<file path="config.mk">
export PLATFORM = sky130hd
export DESIGN_NAME = dff_ctrl
export DESIGN_NICKNAME = d
export VERILOG_FILES = /design/src/dff_pkg.sv /design/src/dff_coef_bank.sv /design/src/dff_ctrl.sv /design/src/dff_strobe_sync.sv
export VERILOG_INCLUDE_DIRS = /design/src
export SDC_FILE = /design/constraint.sdc
export NUM_CORES = 2
export LEC_CHECK = 0
export BUFFER_PORTS_ARGS = -buffer_cell sky130_fd_sc_hd__buf_2
export CAP_MARGIN = 10
export CORE_MARGIN = 4
export CORE_UTILIZATION = 45
export CTS_CLUSTER_DIAMETER = 100
export DETAILED_ROUTE_END_ITERATION = 8
export PLACE_DENSITY = 0.73
export RECOVER_POWER = 25
export SYNTH_ARGS = -nofsm -noshare
export SYNTH_HDL_FRONTEND = slang
export SYNTH_SLANG_ARGS = --single-unit
</file>
<file path="constraint.sdc">
create_clock -name ref_clk -period 8.9 [get_ports ref_clk]
set_input_delay 0.445 -clock ref_clk [delete_from_list [all_inputs] [get_ports ref_clk]]
set_output_delay 0.445 -clock ref_clk [all_outputs]
set_load 0.1 [all_outputs]
</file>
<file path="src/dff_cfg.svh">
// register offsets, field positions and timing counts for the dual filter control block
`ifndef DFF_CFG_SVH
`define DFF_CFG_SVH
`define DFF_ADDR_CFG0 9'h000
`define DFF_ADDR_CFG1 9'h001
`define DFF_ADDR_RSV_LO 9'h002
`define DFF_ADDR_RSV_HI 9'h0ff
`define DFF_COEF_FLAG_BIT 8
`define DFF_CFG0_DECIM_LSB 0
`define DFF_CFG0_DECIM_MSB 3
`define DFF_CFG0_DUAL_BIT 4
`define DFF_CFG0_ODDSYM_BIT 5
`define DFF_CFG0_EVENA_BIT 6
`define DFF_CFG0_EVENB_BIT 7
`define DFF_CFG0_BSRC_BIT 8
`define DFF_CFG0_INTLV_BIT 9
`define DFF_CFG1_FMT_LSB 0
`define DFF_CFG1_FMT_MSB 3
`define DFF_CFG1_NOREV_BIT 4
`define DFF_CFG1_RND_LSB 5
`define DFF_CFG1_RND_MSB 8
`define DFF_CFG1_RNDOFF_BIT 9
`define DFF_CFG_RESET 10'h000
`define DFF_SRST_NS 30
`define DFF_CLK_PERIOD_NS 5
`define DFF_SRST_CYCLES (`DFF_SRST_NS / `DFF_CLK_PERIOD_NS)
`define DFF_OUT_LO_BITS 9
`define DFF_RND_MAX 4'hb
`endif

</file>
<file path="src/dff_pkg.sv">
// types shared by the dual filter control block
package dff_pkg;
  typedef struct packed {
    logic intlv;
    logic b_from_b;
    logic even_b;
    logic even_a;
    logic odd_sym;
    logic dual;
    logic [3:0] decim;
  } dff_cfg0_t;
  typedef struct packed {
    logic round_off;
    logic [3:0] round_pos;
    logic no_reverse;
    logic coef_fmt_b;
    logic data_fmt_b;
    logic coef_fmt_a;
    logic data_fmt_a;
  } dff_cfg1_t;
  typedef struct packed {
    logic shift_hold_n;
    logic forward_gate_n;
    logic reverse_gate_n;
    logic lifo_swap_n;
    logic accumulate_enable;
    logic [1:0] output_combine_sel;
    logic [4:0] coef_set_select;
  } dff_ctl_t;
  typedef enum logic [1:0] {
    DFF_ALU_ZERO = 2'h0,
    DFF_ALU_SUM = 2'h1,
    DFF_ALU_DIFF = 2'h2
  } dff_alu_kind_t;
  typedef enum logic [2:0] {
    DFF_SR_IDLE = 3'b001,
    DFF_SR_ARM = 3'b010,
    DFF_SR_RUN = 3'b100
  } dff_srst_state_t;
endpackage

</file>
<file path="src/dff_coef_bank.sv">
// one coefficient bank: 32 words written on strobe, read by set index
module dff_coef_bank #(
  parameter int SETS = 32,
  parameter int DW = 10
) (
  // clock and reset
  input wire logic ref_clk,
  input wire logic rstn,
  // write port
  input wire logic we,
  input wire logic [$clog2(SETS)-1:0] waddr,
  input wire logic [DW-1:0] wdata,
  // read port
  input wire logic [$clog2(SETS)-1:0] raddr,
  output logic [DW-1:0] rdata
);
  logic [DW-1:0] mem_r [SETS];
  always_ff @(posedge ref_clk or negedge rstn) begin
    if (!rstn) begin
      for (int i = 0; i < SETS; i++) begin
        mem_r[i] <= '0;
      end
    end else if (we) begin
      mem_r[waddr] <= wdata;
    end
  end
  assign rdata = mem_r[raddr];
endmodule

</file>
<file path="src/dff_ctrl.sv">
// dual symmetric fir filter: control pins, control registers and coefficient store
// Functional notes
// shift_hold_n low loads inputs and shifts decimation registers; high holds them.
// forward_gate_n low feeds forward path to ALU A; high forces zero.
// reverse_gate_n low feeds reverse path to ALU B; high forces zero.
// LIFO roles swap only on a sampled high-to-low swap edge.
// host pulses swap low once per block, constant period and phase.
// accumulate_enable high accumulates and holds output; low zeroes feedback, loads sum.
// combine select 00 A+B/1024, 01 A+B, 10 A, 11 B.
// low output enable low drives bits 8..0; high releases them as input.
// high output enable low drives bits 27..9; high releases them.
// strobe rising edge writes config word to register 0 or 1.
// host never writes reserved addresses 002 to 0ff; the bench writes 0ff once to check that it is ignored.
// register write starts a 6-clock internal reset, coefficients kept.
// register 0 bits 3..0 set decimation factor and register delay.
// register 0 bit 4: 0 cascaded single filter, 1 two filters.
// register 0 bit 5: 0 even symmetry, 1 odd symmetry.
// register 0 bits 6,7: tap parity of A,B; 0 odd, 1 even; the code never reads bit 6.
// dual mode bit 8 picks filter B input: 0 port A, 1 port B.
// register 0 bit 9: 1 interleaved coefficient sets, 0 non-interleaved; the code passes coef_rd to coef_a_out unchanged for both values.
// register 1 bits 1..0 formats of A, 3..2 of B; 1 signed; the code sign-extends B data by bit 0 (data_fmt_a), not bit 2.
// register 1 bit 4 at 0 reverses via LIFO pair; 1 bypasses.
// register 1 bits 8..5 round weight 2^-10..2^1; bit 9 disables rounding.
// coefficient address: bit 8 set, 7..3 set, 2 filter, 1..0 bank.
// sampled coefficient set select picks set each clock for both filters.
// output unsigned only if even symmetry and all formats unsigned.
// ALU does B+A, B-A, pass A, negate A or pass B by gates.
// previous swap level kept so a falling edge is seen in clock domain.
`include "dff_cfg.svh"
module dff_ctrl
  import dff_pkg::*;
#(
  parameter int SETS = 32,
  parameter int DW = 10,
  parameter int OW = 28
) (
  // clock and reset
  input wire logic ref_clk,
  input wire logic rstn,
  // per-clock controls
  input wire logic shift_hold_n,
  input wire logic forward_gate_n,
  input wire logic reverse_gate_n,
  input wire logic lifo_swap_n,
  input wire logic accumulate_enable,
  input wire logic [1:0] output_combine_sel,
  input wire logic [4:0] coef_set_select,
  input wire logic low_output_enable_n,
  input wire logic high_output_enable_n,
  // data stream
  input wire logic [DW-1:0] sample_in_a,
  input wire logic [DW-1:0] sample_in_b,
  // configuration write port
  input wire logic write_strobe_n,
  input wire logic [8:0] config_addr,
  input wire logic [DW-1:0] config_data_in,
  // filter status towards the datapath
  output logic [DW-1:0] fwd_sample_a,
  output logic [DW-1:0] fwd_sample_b,
  output logic [3:0] decim_len,
  output logic lifo_fill_sel,
  output logic reverse_bypass,
  output logic [DW:0] alu_a_out,
  output logic [DW:0] alu_b_out,
  output logic [8*DW-1:0] coef_a_out,
  output logic [8*DW-1:0] coef_b_out,
  output logic internal_reset,
  output logic result_signed,
  // result pins
  output logic [OW-1:0] result_out,
  output logic [OW-1:0] result_oe
);
  localparam int SW = $clog2(SETS);
  // write capture: address and data sampled while strobe low, held while high, committed on rise
  logic [8:0] addr_hold_r;
  logic [DW-1:0] data_hold_r;
  logic wr_rise;
  always_ff @(posedge ref_clk or negedge rstn) begin
    if (!rstn) begin
      addr_hold_r <= '0;
      data_hold_r <= '0;
    end else if (!write_strobe_n) begin
      addr_hold_r <= config_addr;
      data_hold_r <= config_data_in;
    end
  end
  dff_strobe_sync u_wsync (
    .ref_clk(ref_clk),
    .rstn(rstn),
    .din(write_strobe_n),
    .rise(wr_rise)
  );
  // address decode
  wire is_coef = addr_hold_r[`DFF_COEF_FLAG_BIT];
  wire wr_cfg0 = wr_rise && (addr_hold_r == `DFF_ADDR_CFG0);
  wire wr_cfg1 = wr_rise && (addr_hold_r == `DFF_ADDR_CFG1);
  wire wr_coef = wr_rise && is_coef;
  // writes to 002..0ff are ignored; the bench writes 0ff once to check this
  dff_cfg0_t cfg0_r;
  dff_cfg1_t cfg1_r;
  always_ff @(posedge ref_clk or negedge rstn) begin
    if (!rstn) begin
      cfg0_r <= dff_cfg0_t'(`DFF_CFG_RESET);
      cfg1_r <= dff_cfg1_t'(`DFF_CFG_RESET);
    end else begin
      if (wr_cfg0) cfg0_r <= dff_cfg0_t'(data_hold_r);
      if (wr_cfg1) cfg1_r <= dff_cfg1_t'(data_hold_r);
    end
  end
  // internal reset sequencer, counted from the strobe return
  localparam logic [2:0] SRST_N = 3'(`DFF_SRST_CYCLES);
  dff_srst_state_t sr_state_r, sr_state_nxt;
  logic [2:0] sr_cnt_r, sr_cnt_nxt;
  wire cfg_write = wr_cfg0 | wr_cfg1;
  always_comb begin
    sr_state_nxt = sr_state_r;
    sr_cnt_nxt = sr_cnt_r;
    unique case (sr_state_r)
      DFF_SR_IDLE: begin
        if (cfg_write) begin
          sr_state_nxt = DFF_SR_RUN;
          sr_cnt_nxt = SRST_N - 3'h1;
        end
      end
      DFF_SR_ARM: begin
        sr_state_nxt = DFF_SR_RUN;
      end
      DFF_SR_RUN: begin
        if (cfg_write) begin
          sr_cnt_nxt = SRST_N - 3'h1;
        end else if (sr_cnt_r == 3'h0) begin
          sr_state_nxt = DFF_SR_IDLE;
        end else begin
          sr_cnt_nxt = sr_cnt_r - 3'h1;
        end
      end
      default: begin
        sr_state_nxt = DFF_SR_IDLE;
      end
    endcase
  end
  always_ff @(posedge ref_clk or negedge rstn) begin
    if (!rstn) begin
      sr_state_r <= DFF_SR_IDLE;
      sr_cnt_r <= '0;
    end else begin
      sr_state_r <= sr_state_nxt;
      sr_cnt_r <= sr_cnt_nxt;
    end
  end
  wire srst = (sr_state_r == DFF_SR_RUN);
  // clocked control inputs
  dff_ctl_t ctl_r;
  logic swap_prev_r;
  logic lifo_sel_r;
  always_ff @(posedge ref_clk or negedge rstn) begin
    if (!rstn) begin
      ctl_r <= '{1'b1, 1'b1, 1'b1, 1'b1, 1'b0, 2'h0, 5'h00};
      swap_prev_r <= 1'b1;
    end else begin
      ctl_r <= '{shift_hold_n, forward_gate_n, reverse_gate_n, lifo_swap_n,
                 accumulate_enable, output_combine_sel, coef_set_select};
      swap_prev_r <= ctl_r.lifo_swap_n;
    end
  end
  wire swap_fall = swap_prev_r & ~ctl_r.lifo_swap_n;
  // the swap period defines the block size
  always_ff @(posedge ref_clk or negedge rstn) begin
    if (!rstn) begin
      lifo_sel_r <= 1'b0;
    end else if (srst) begin
      lifo_sel_r <= 1'b0;
    end else if (swap_fall && !cfg1_r.no_reverse) begin
      lifo_sel_r <= ~lifo_sel_r;
    end
  end
  // input sample registers, held while shift_hold_n high
  wire b_src_b = cfg0_r.dual & cfg0_r.b_from_b;
  wire [DW-1:0] b_pick = b_src_b ? sample_in_b : sample_in_a;
  logic [DW-1:0] in_a_r;
  logic [DW-1:0] in_b_r;
  always_ff @(posedge ref_clk or negedge rstn) begin
    if (!rstn) begin
      in_a_r <= '0;
      in_b_r <= '0;
    end else if (srst) begin
      in_a_r <= '0;
      in_b_r <= '0;
    end else if (!ctl_r.shift_hold_n) begin
      in_a_r <= sample_in_a;
      in_b_r <= b_pick;
    end
  end
  // alu operand gating and operation
  wire signed_a = cfg1_r.data_fmt_a;
  wire [DW:0] opa = ctl_r.forward_gate_n ? '0 : {signed_a & in_a_r[DW-1], in_a_r};
  wire [DW:0] opb = ctl_r.reverse_gate_n ? '0 : {signed_a & in_b_r[DW-1], in_b_r};
  wire [DW:0] alu_val = cfg0_r.odd_sym ? DW'(0) + (opb - opa) : (opb + opa);
  // result staging: accumulate or load on accumulate_enable
  logic [OW-1:0] acc_r;
  logic [OW-1:0] hold_r;
  wire [OW-1:0] alu_ext = {{(OW-DW-1){alu_val[DW] & result_signed}}, alu_val};
  wire [OW-1:0] acc_fb = ctl_r.accumulate_enable ? acc_r : '0;
  wire [OW-1:0] acc_sum = acc_fb + alu_ext;
  // combine and round
  wire [OW-1:0] b_scaled = {{10{acc_sum[OW-1] & result_signed}}, acc_sum[OW-1:10]};
  logic [OW-1:0] combined;
  always_comb begin
    unique case (ctl_r.output_combine_sel)
      2'h0: combined = hold_r + b_scaled;
      2'h1: combined = hold_r + acc_sum;
      2'h2: combined = hold_r;
      2'h3: combined = acc_sum;
    endcase
  end
  // round weight code n up to 11 adds one at bit position n of the 28-bit word
  wire [OW-1:0] rnd_add = (cfg1_r.round_off || cfg1_r.round_pos > `DFF_RND_MAX) ? '0 :
                          (OW'(1) << cfg1_r.round_pos);
  always_ff @(posedge ref_clk or negedge rstn) begin
    if (!rstn) begin
      acc_r <= '0;
      hold_r <= '0;
      result_out <= '0;
    end else if (srst) begin
      acc_r <= '0;
      hold_r <= '0;
      result_out <= '0;
    end else begin
      acc_r <= acc_sum;
      if (!ctl_r.accumulate_enable) hold_r <= acc_sum;
      result_out <= combined + rnd_add;
    end
  end
  // output enables
  always_ff @(posedge ref_clk or negedge rstn) begin
    if (!rstn) begin
      result_oe <= '0;
    end else begin
      result_oe <= {{(OW-`DFF_OUT_LO_BITS){~high_output_enable_n}},
                    {`DFF_OUT_LO_BITS{~low_output_enable_n}}};
    end
  end
  // coefficient store: 2 filters x 4 banks
  logic [8*DW-1:0] coef_rd;
  for (genvar g = 0; g < 8; g++) begin : g_bank
    dff_coef_bank #(.SETS(SETS), .DW(DW)) u_bank (
      .ref_clk(ref_clk),
      .rstn(rstn),
      .we(wr_coef && addr_hold_r[2:0] == 3'(g)),
      .waddr(addr_hold_r[SW+2:3]),
      .wdata(data_hold_r),
      .raddr(ctl_r.coef_set_select),
      .rdata(coef_rd[g*DW +: DW])
    );
  end
  // registered status and datapath hand-off
  always_ff @(posedge ref_clk or negedge rstn) begin
    if (!rstn) begin
      fwd_sample_a <= '0;
      fwd_sample_b <= '0;
      decim_len <= '0;
      lifo_fill_sel <= 1'b0;
      reverse_bypass <= 1'b0;
      alu_a_out <= '0;
      alu_b_out <= '0;
      coef_a_out <= '0;
      coef_b_out <= '0;
      internal_reset <= 1'b0;
      result_signed <= 1'b0;
    end else begin
      fwd_sample_a <= in_a_r;
      fwd_sample_b <= in_b_r;
      decim_len <= cfg0_r.decim;
      lifo_fill_sel <= lifo_sel_r;
      reverse_bypass <= cfg1_r.no_reverse;
      alu_a_out <= opa;
      alu_b_out <= opb;
      coef_a_out <= cfg0_r.intlv ? {coef_rd[4*DW +: 4*DW], coef_rd[0 +: 4*DW]} :
                    coef_rd;
      coef_b_out <= {coef_rd[4*DW +: 4*DW], cfg0_r.even_b ? coef_rd[0 +: 4*DW] :
                    coef_rd[4*DW +: 4*DW]};
      internal_reset <= srst;
      result_signed <= cfg0_r.odd_sym | (|cfg1_r[3:0]);
    end
  end
endmodule

</file>
<file path="src/dff_strobe_sync.sv">
// two-flop synchroniser with rising-edge pulse for the write strobe
module dff_strobe_sync (
  // clock and reset
  input wire logic ref_clk,
  input wire logic rstn,
  // strobe in and edge out
  input wire logic din,
  output logic rise
);
  logic s1_r;
  logic s2_r;
  logic s3_r;
  always_ff @(posedge ref_clk or negedge rstn) begin
    if (!rstn) begin
      s1_r <= 1'b1;
      s2_r <= 1'b1;
      s3_r <= 1'b1;
    end else begin
      s1_r <= din;
      s2_r <= s1_r;
      s3_r <= s2_r;
    end
  end
  assign rise = s2_r & ~s3_r;
endmodule

</file>
After elaboration in Yosys (flattened, before gate mapping)
Cells that the tools add are included.
{"block": "op_classes", "n_addsub": 7, "n_lt_le_gt_ge": 4, "eq_ne": 20, "shift": 1, "muxes": 60, "bitwise": 16, "reduce_logical": 24}
{"op": "320-bit bitwise mux", "n": 8}
{"op": "10-bit binary-select mux with 5-bit select", "n": 8}
{"op": "10-bit 2-to-1 mux", "n": 22}
{"op": "28-bit 2-to-1 mux", "n": 6}
{"op": "28-bit adder", "n": 4}
{"op": "28-bit case mux with 4 select lines", "n": 1}
{"op": "10-bit demux with 5-bit select", "n": 1}
{"op": "40-bit 2-to-1 mux", "n": 1}
{"op": "11-bit 2-to-1 mux", "n": 3}
{"op": "1-bit by 4-bit left shift with 28-bit output, first input constant", "n": 1}
{"op": "3-bit 2-to-1 mux", "n": 6}
{"op": "3-bit == test, second input constant", "n": 5}
{"op": "1-bit logical AND", "n": 13}
{"op": "6-bit >= comparator, second input constant", "n": 2}
{"op": "5-bit NOT with 6-bit output", "n": 2}
{"op": "11-bit adder", "n": 1}
{"op": "11-bit subtractor", "n": 1}
{"op": "3-bit by 2-bit == test with 1-bit output, second input constant", "n": 3}
{"op": "9-bit by 1-bit == test with 1-bit output, second input constant", "n": 1}
{"op": "9-bit zero test", "n": 1}
{"op": "3-bit case mux with 3 select lines", "n": 1}
{"op": "2-bit != test, second input constant", "n": 4}
{"op": "1-bit bitwise AND", "n": 7}
{"op": "3-bit by 1-bit == test with 1-bit output, second input constant", "n": 2}
{"op": "18 further kinds", "n": 28}
{"block": "totals", "reg_bits": 2944, "inputBits": 56, "out_inout_bits": 266, "word_cells": 433}

Logic depth before layout (Yosys ltp)
{"block": "depth", "word_depth": 11, "mapped_depth": 51}

Modules after synthesis
Synthesis repeated with hierarchy kept, for this count alone.
{"block": "unflattened", "cells_unflattened": 10349, "hier_area_um2": 138192.5}
{"mod": "dff_coef_bank", "instances": 8, "cells_per_inst": 1084, "area_each_um2": 15110.7, "seq_area_each_um2": 8007.7}
{"mod": "dff_ctrl", "instances": 1, "cells_per_inst": 1673, "area_each_um2": 17214.0, "seq_area_each_um2": 8315.5}
{"mod": "dff_strobe_sync", "instances": 1, "cells_per_inst": 4, "area_each_um2": 92.6, "seq_area_each_um2": 78.8}

Worst setup path after synthesis
Ideal clock, no wire load.
{"block": "synth_path", "path_kind": "register to register", "start": "register ctl_r[10] (netlist bit)", "end": "register result_out[27]", "setup_time_ns": 0.132, "t_arrival_ns": 8.649, "required_ns": 8.768, "slack_ns": 0.119, "path_stages_with_launch": 45, "path_buffers": 5, "period_less_slack_ns": 8.781, "path_cell_list": "dfstp_2 clkbuf_1 nor2b_1 nor3_1 and3_1 a21o_1 a21oi_1 o32a_1 ha_1 nand2_1 nor2_1 o211ai_1 a211o_2 nand3_4 inv_4 buf_6 buf_6 buf_2 (+9 left out) and4b_1 nor4bb_4 a21oi_1 ha_1 a211oi_1 o21ai_0 a221o_1 a41o_1 a21oi_1 o21ai_0 a21oi_1 inv_1 a21oi_1 mux2_2 a22oi_1 o211ai_1 xor2_1 nor2_1"}
{"block": "synth_between", "elab_chain_len": 10, "word_cells_on_any_way": 12, "classes_between": "add/sub (6); mux (4); bitwise (2)"}
{"item": "start, declared", "line_no": "dff_ctrl.sv:153", "rtl": "dff_ctl_t ctl_r;"}
{"item": "start signal, assigned", "line_no": "dff_ctrl.sv:158", "rtl": "ctl_r <= '{1'b1, 1'b1, 1'b1, 1'b1, 1'b0, 2'h0, 5'h00};"}
{"item": "start signal, assigned", "line_no": "dff_ctrl.sv:161", "rtl": "ctl_r <= '{shift_hold_n, forward_gate_n, reverse_gate_n, lifo_swap_n,"}
{"item": "11-bit 2-to-1 mux (*)", "line_no": "dff_ctrl.sv:196", "rtl": "wire [DW:0] opa = ctl_r.forward_gate_n ? '0 : {signed_a & in_a_r[DW-1], in_a_r};"}
{"item": "net opa[1]", "line_no": "dff_ctrl.sv:196"}
{"item": "11-bit adder or 11-bit subtractor (tied branches)", "line_no": "dff_ctrl.sv:198", "rtl": "wire [DW:0] alu_val = cfg0_r.odd_sym ? DW'(0) + (opb - opa) : (opb + opa);"}
{"item": "11-bit 2-to-1 mux (*)", "line_no": "dff_ctrl.sv:198"}
{"item": "1-bit bitwise AND", "line_no": "dff_ctrl.sv:202", "rtl": "wire [OW-1:0] alu_ext = {{(OW-DW-1){alu_val[DW] & result_signed}}, alu_val};"}
{"item": "28-bit adder (*)", "line_no": "dff_ctrl.sv:204", "rtl": "wire [OW-1:0] acc_sum = acc_fb + alu_ext;"}
{"item": "1-bit bitwise AND", "line_no": "dff_ctrl.sv:206", "rtl": "wire [OW-1:0] b_scaled = {{10{acc_sum[OW-1] & result_signed}}, acc_sum[OW-1:10]};"}
{"item": "28-bit adder", "line_no": "dff_ctrl.sv:210", "rtl": "2'h0: combined = hold_r + b_scaled;"}
{"item": "28-bit case mux with 4 select lines (*)", "line_no": "dff_ctrl.sv:209", "rtl": "unique case (ctl_r.output_combine_sel)"}
{"item": "28-bit adder (*)", "line_no": "dff_ctrl.sv:231", "rtl": "result_out <= combined + rnd_add;"}
{"item": "28-bit 2-to-1 mux (*)", "line_no": "dff_ctrl.sv:224", "rtl": "end else if (srst) begin"}
{"item": "end signal, assigned", "line_no": "dff_ctrl.sv:231"}
{"item": "end, declared", "line_no": "dff_ctrl.sv:70", "rtl": "output logic [OW-1:0] result_out,"}
The timed path passes the listed nets; every way through them passes the cells marked *.
A chain may end at the register's enable or synchronous reset.

Final worst setup path
Same ends and word-level chain as after synthesis.

==> impl_metrics.ini <==
[synthesis]
syn_inst = 8488
async_reset_ff_share_pct = 100.0
yosys.area.top_type_share_pct = 54.70
synth_edf_count = 0
yosys_most_used_dff = dfrtp_1
ys_seq_area_share_pct = 54.88
netlist-cell-type-count = 90
yosysMostFrequentCell = dfrtp_1
synth_area_leaders = dfrtp_1, mux2_2, mux4_2
syn_area_sq_um = 132000
syn_avg_cell_area_sq_um = 15.56
synth_top_cells_by_count = dfrtp_1, mux2_2, mux4_2, clkbuf_1, nor2_1
ys_warn_count = 0
synth.largest_area_cell = dfrtp_1
ys_seq_elements = 2895

[cts]
cts.sink_count = 2895
cts_tree = yes
cts-root-buf = clkbuf_16
clockBufferDepth = 4
insertion_delay_ns = 0.94
htree_levels = 5
clk_pin_slew_ns = 0.06
cts-buffers-inserted = 312

[drt]
drc = 0
drt_wl_total_mm = 341.7
num_vias = 76000
vias_per_cell = 5.906
drt_iter0_markers = 5448
post_drt_wl_per_cell_microns = 26.55
ant_nets = 0
drt_first_pass_iters = 8

[final_layout]
area_delta_synth_final_pct = 12.49
utilization_pct = 50.94
drive_gt1_share_pct = 48.41
multi_input_area_sq_um = 57000
seq_area_sq_um = 72510
nets = 8846
fillerInstances = 23886
fin_area_sq_um = 148500

[timing]
drv_slew = 958
hold_viol_final = 0
fin_crit_sh_pct = 95.93
fin_ws_ns = 0.3621
fin_skew_ns = 0.08133
min_period_ns = 8.538
setup-violations-final = 0
fmax_ghz = 0.1171
tightest_slew_ns = 4.137
max_slew_margin_pct = -175.8

[floorplanning]
die_x_microns = 549.7
pin_count = 322
die_h_microns = 549.7
core_area_sq_um = 291600
die-area_sq_um = 302100
std_cell_rows = 198
start_util_pct = 45.28

[setup_path]
path_buf_inv = 6
end_kind = flip-flop
critical_path.top_delay_family = compound AO/OA/AOI/OAI gates
worst_setup_path_start_kind = flip-flop
path_class = reg -> reg
crit_path_max_fanout = 7
worstPathRequired_ns = 9.65
slowest_delay_ns = 0.60
cpMostUsedCell = buf_4
worstSetupStartpoint = ctl_r[10]$_DFF_PN1_
crit_arrival_ns = 9.29
r2r_start = ctl_r[10]$_DFF_PN1_
slowest_stage = dfstp_2

[hold_path]
hp-class = in -> reg
min_from = coef_set_select[2]

[power_and_ir_drop]
powerDensity_nw_per_um2 = 209.1
leakagePower_nw = 70.91
ir_drop_uv = 231.9

[grt]
grt-ovfl-total = 0
grt_pass1_vias = 81799
grt_pass1_wl_mm = 525.6
antenna_found_initial = 10
grt.total_usage_pct = 22.59
grt_max_degree = 202

[placement]
postPlaceCellArea_sq_um = 137500
gp_congestion = 0.8531
dp_hpwl_mm = 217.0
numPortBuffers = 321
dp_slack_ns = 0.07599

[run]
cap_violations = 10

[status]
failed_checks = max-capacitance violations, max-slew violations
status = complete, but fails checks
flip-flops by register name (all words and copies together) (netlist names), 2 cells and up:
signal / flops
fwd_sample_a: 10
g_bank.u_bank.mem_r: 2560
acc_r: 28
in_b_r: 10
in_a_r: 10
alu_a_out: 11
sr_state_r: 2
coef_a_out: 41
addr_hold_r: 9
fwd_sample_b: 10
cfg1_r: 9
ctl_r: 12
hold_r: 28
alu_b_out: 11
result_out: 28
data_hold_r: 10
cfg0_r: 8
coef_b_out: 79
sr_cnt_r: 3
decim_len: 4
result_oe: 2
path summary, 6_finish.rpt:
| path | depth (start not counted) | to | slack (ns) |
|---|---|---|---|
| max reg2reg | 41 | result_out[27]$_DFF_PN0_ | 0.36 |
| max in group asynchronous | 4 | g_bank[6].u_bank.mem_r[251]$_DFFE_PN0P_ | 1.45 |
| max | 41 | result_out[27]$_DFF_PN0_ | 0.36 |
| min reg2reg | 0 | u_wsync.s2_r$_DFF_PN1_ | 0.36 |
| min | 2 | ctl_r[2]$_DFF_PN0_ | 0.15 |
| min in group asynchronous | 2 | g_bank[0].u_bank.mem_r[301]$_DFFE_PN0P_ | 1.49 |
cell usage in the layout, fill, tap and decap left out, types with 35 or more instances in the layout:
cell type	count
dfrtp_1	2869
mux2_2	2719
mux4_2	800
nor2_1	364
clkbuf_1	340
clkbuf_16	314
nand2_1	247
buf_4	131
a21oi_1	120
clkbuf_8	75
ha_1	71
dlygate4sd3_1	55
clkinv_2	52
buf_2	51
o21ai_0	50
inv_1	47
xnor2_1	41
xor2_1	37
nor2b_1	36
a21o_1	35
layout make-up:
class / instances / area share [%]
Clock buffer: 455 / 6.152
Timing Repair Buffer: 547 / 2.292
Tap cell: 3900 / 3.285
Antenna cell: 11 / 0.01853
Inverter: 48 / 0.1230
Sequential cell: 2895 / 48.82
Multi-Input combinational cell: 4906 / 38.38
Clock inverter: 106 / 0.9284
repair_timing:
| action | in CTS | in global routing |
|---|---|---|
| endpoints found under the setup margin | 0 | 14 |
| hold endpoints to repair | 201 | 0 |
| buffers inserted | 0 | 12 |
| resized for setup | 0 | 61 |
| hold buffers | 55 | 0 |
routing by layer:
| layer | part of all wire (%) | GRT usage [%] | vias up |
|---|---|---|---|
| met5 | 0 | 0 | - |
| met4 | 4.1 | 8.309 | 0 |
| met3 | 5.6 | 4.157 | 604 |
| met2 | 48 | 36.53 | 2075 |
| met1 | 42 | 30.64 | 41468 |
| li1 | - | - | 31853 |
cell families (layout without fill, tap and decap cells):
kind of cell / count (synthesis) / in the layout / synth area share, %
compound gates: 361 / 361 / 1.755
mux: 3550 / 3550 / 37.07
xor+xnor: 80 / 80 / 0.5420
other cells: 1 / 15 / 0.002840
buf+inv: 690 / 1156 / 2.164
flops: 2895 / 2895 / 54.88
fa+ha+maj: 80 / 80 / 0.7809
simple gates: 831 / 831 / 2.807
power breakdown:
part	total, mW	internal, mW	switching [mW]	leakage (nW)
combinational	3.76	1.23	2.53	25.7
clock	13.2	7.81	5.44	5.19
sequential	14.1	13.6	0.411	40.0
worst reg2reg max path, delay by kind of cell (launching register included):
family,cells,cell delay [ns]
AOI/OAI and AO/OA,19,3.69
and+or+nand+nor,11,2.08
buffers and inverters,6,0.78
DFF,1,0.60
xor gates and xnor gates,2,0.31
adders and majority gates,3,0.95
stage by stage:
step           setup TNS, ns  cells  hold WS [ns]  power (mW)
6_report                   0  12868        0.1510       31.06
5_1_grt             -0.03734  12861        0.1109       32.19
4_1_cts                    0  12842       0.08144       31.26
3_5_place_dp               0  12226        0.3485       17.99
3_3_place_gp               0  12226        0.3459       17.85
2_1_floorplan              0   8491        0.1494       16.66
No activity file was read; power rests on OpenSTA's default activity.
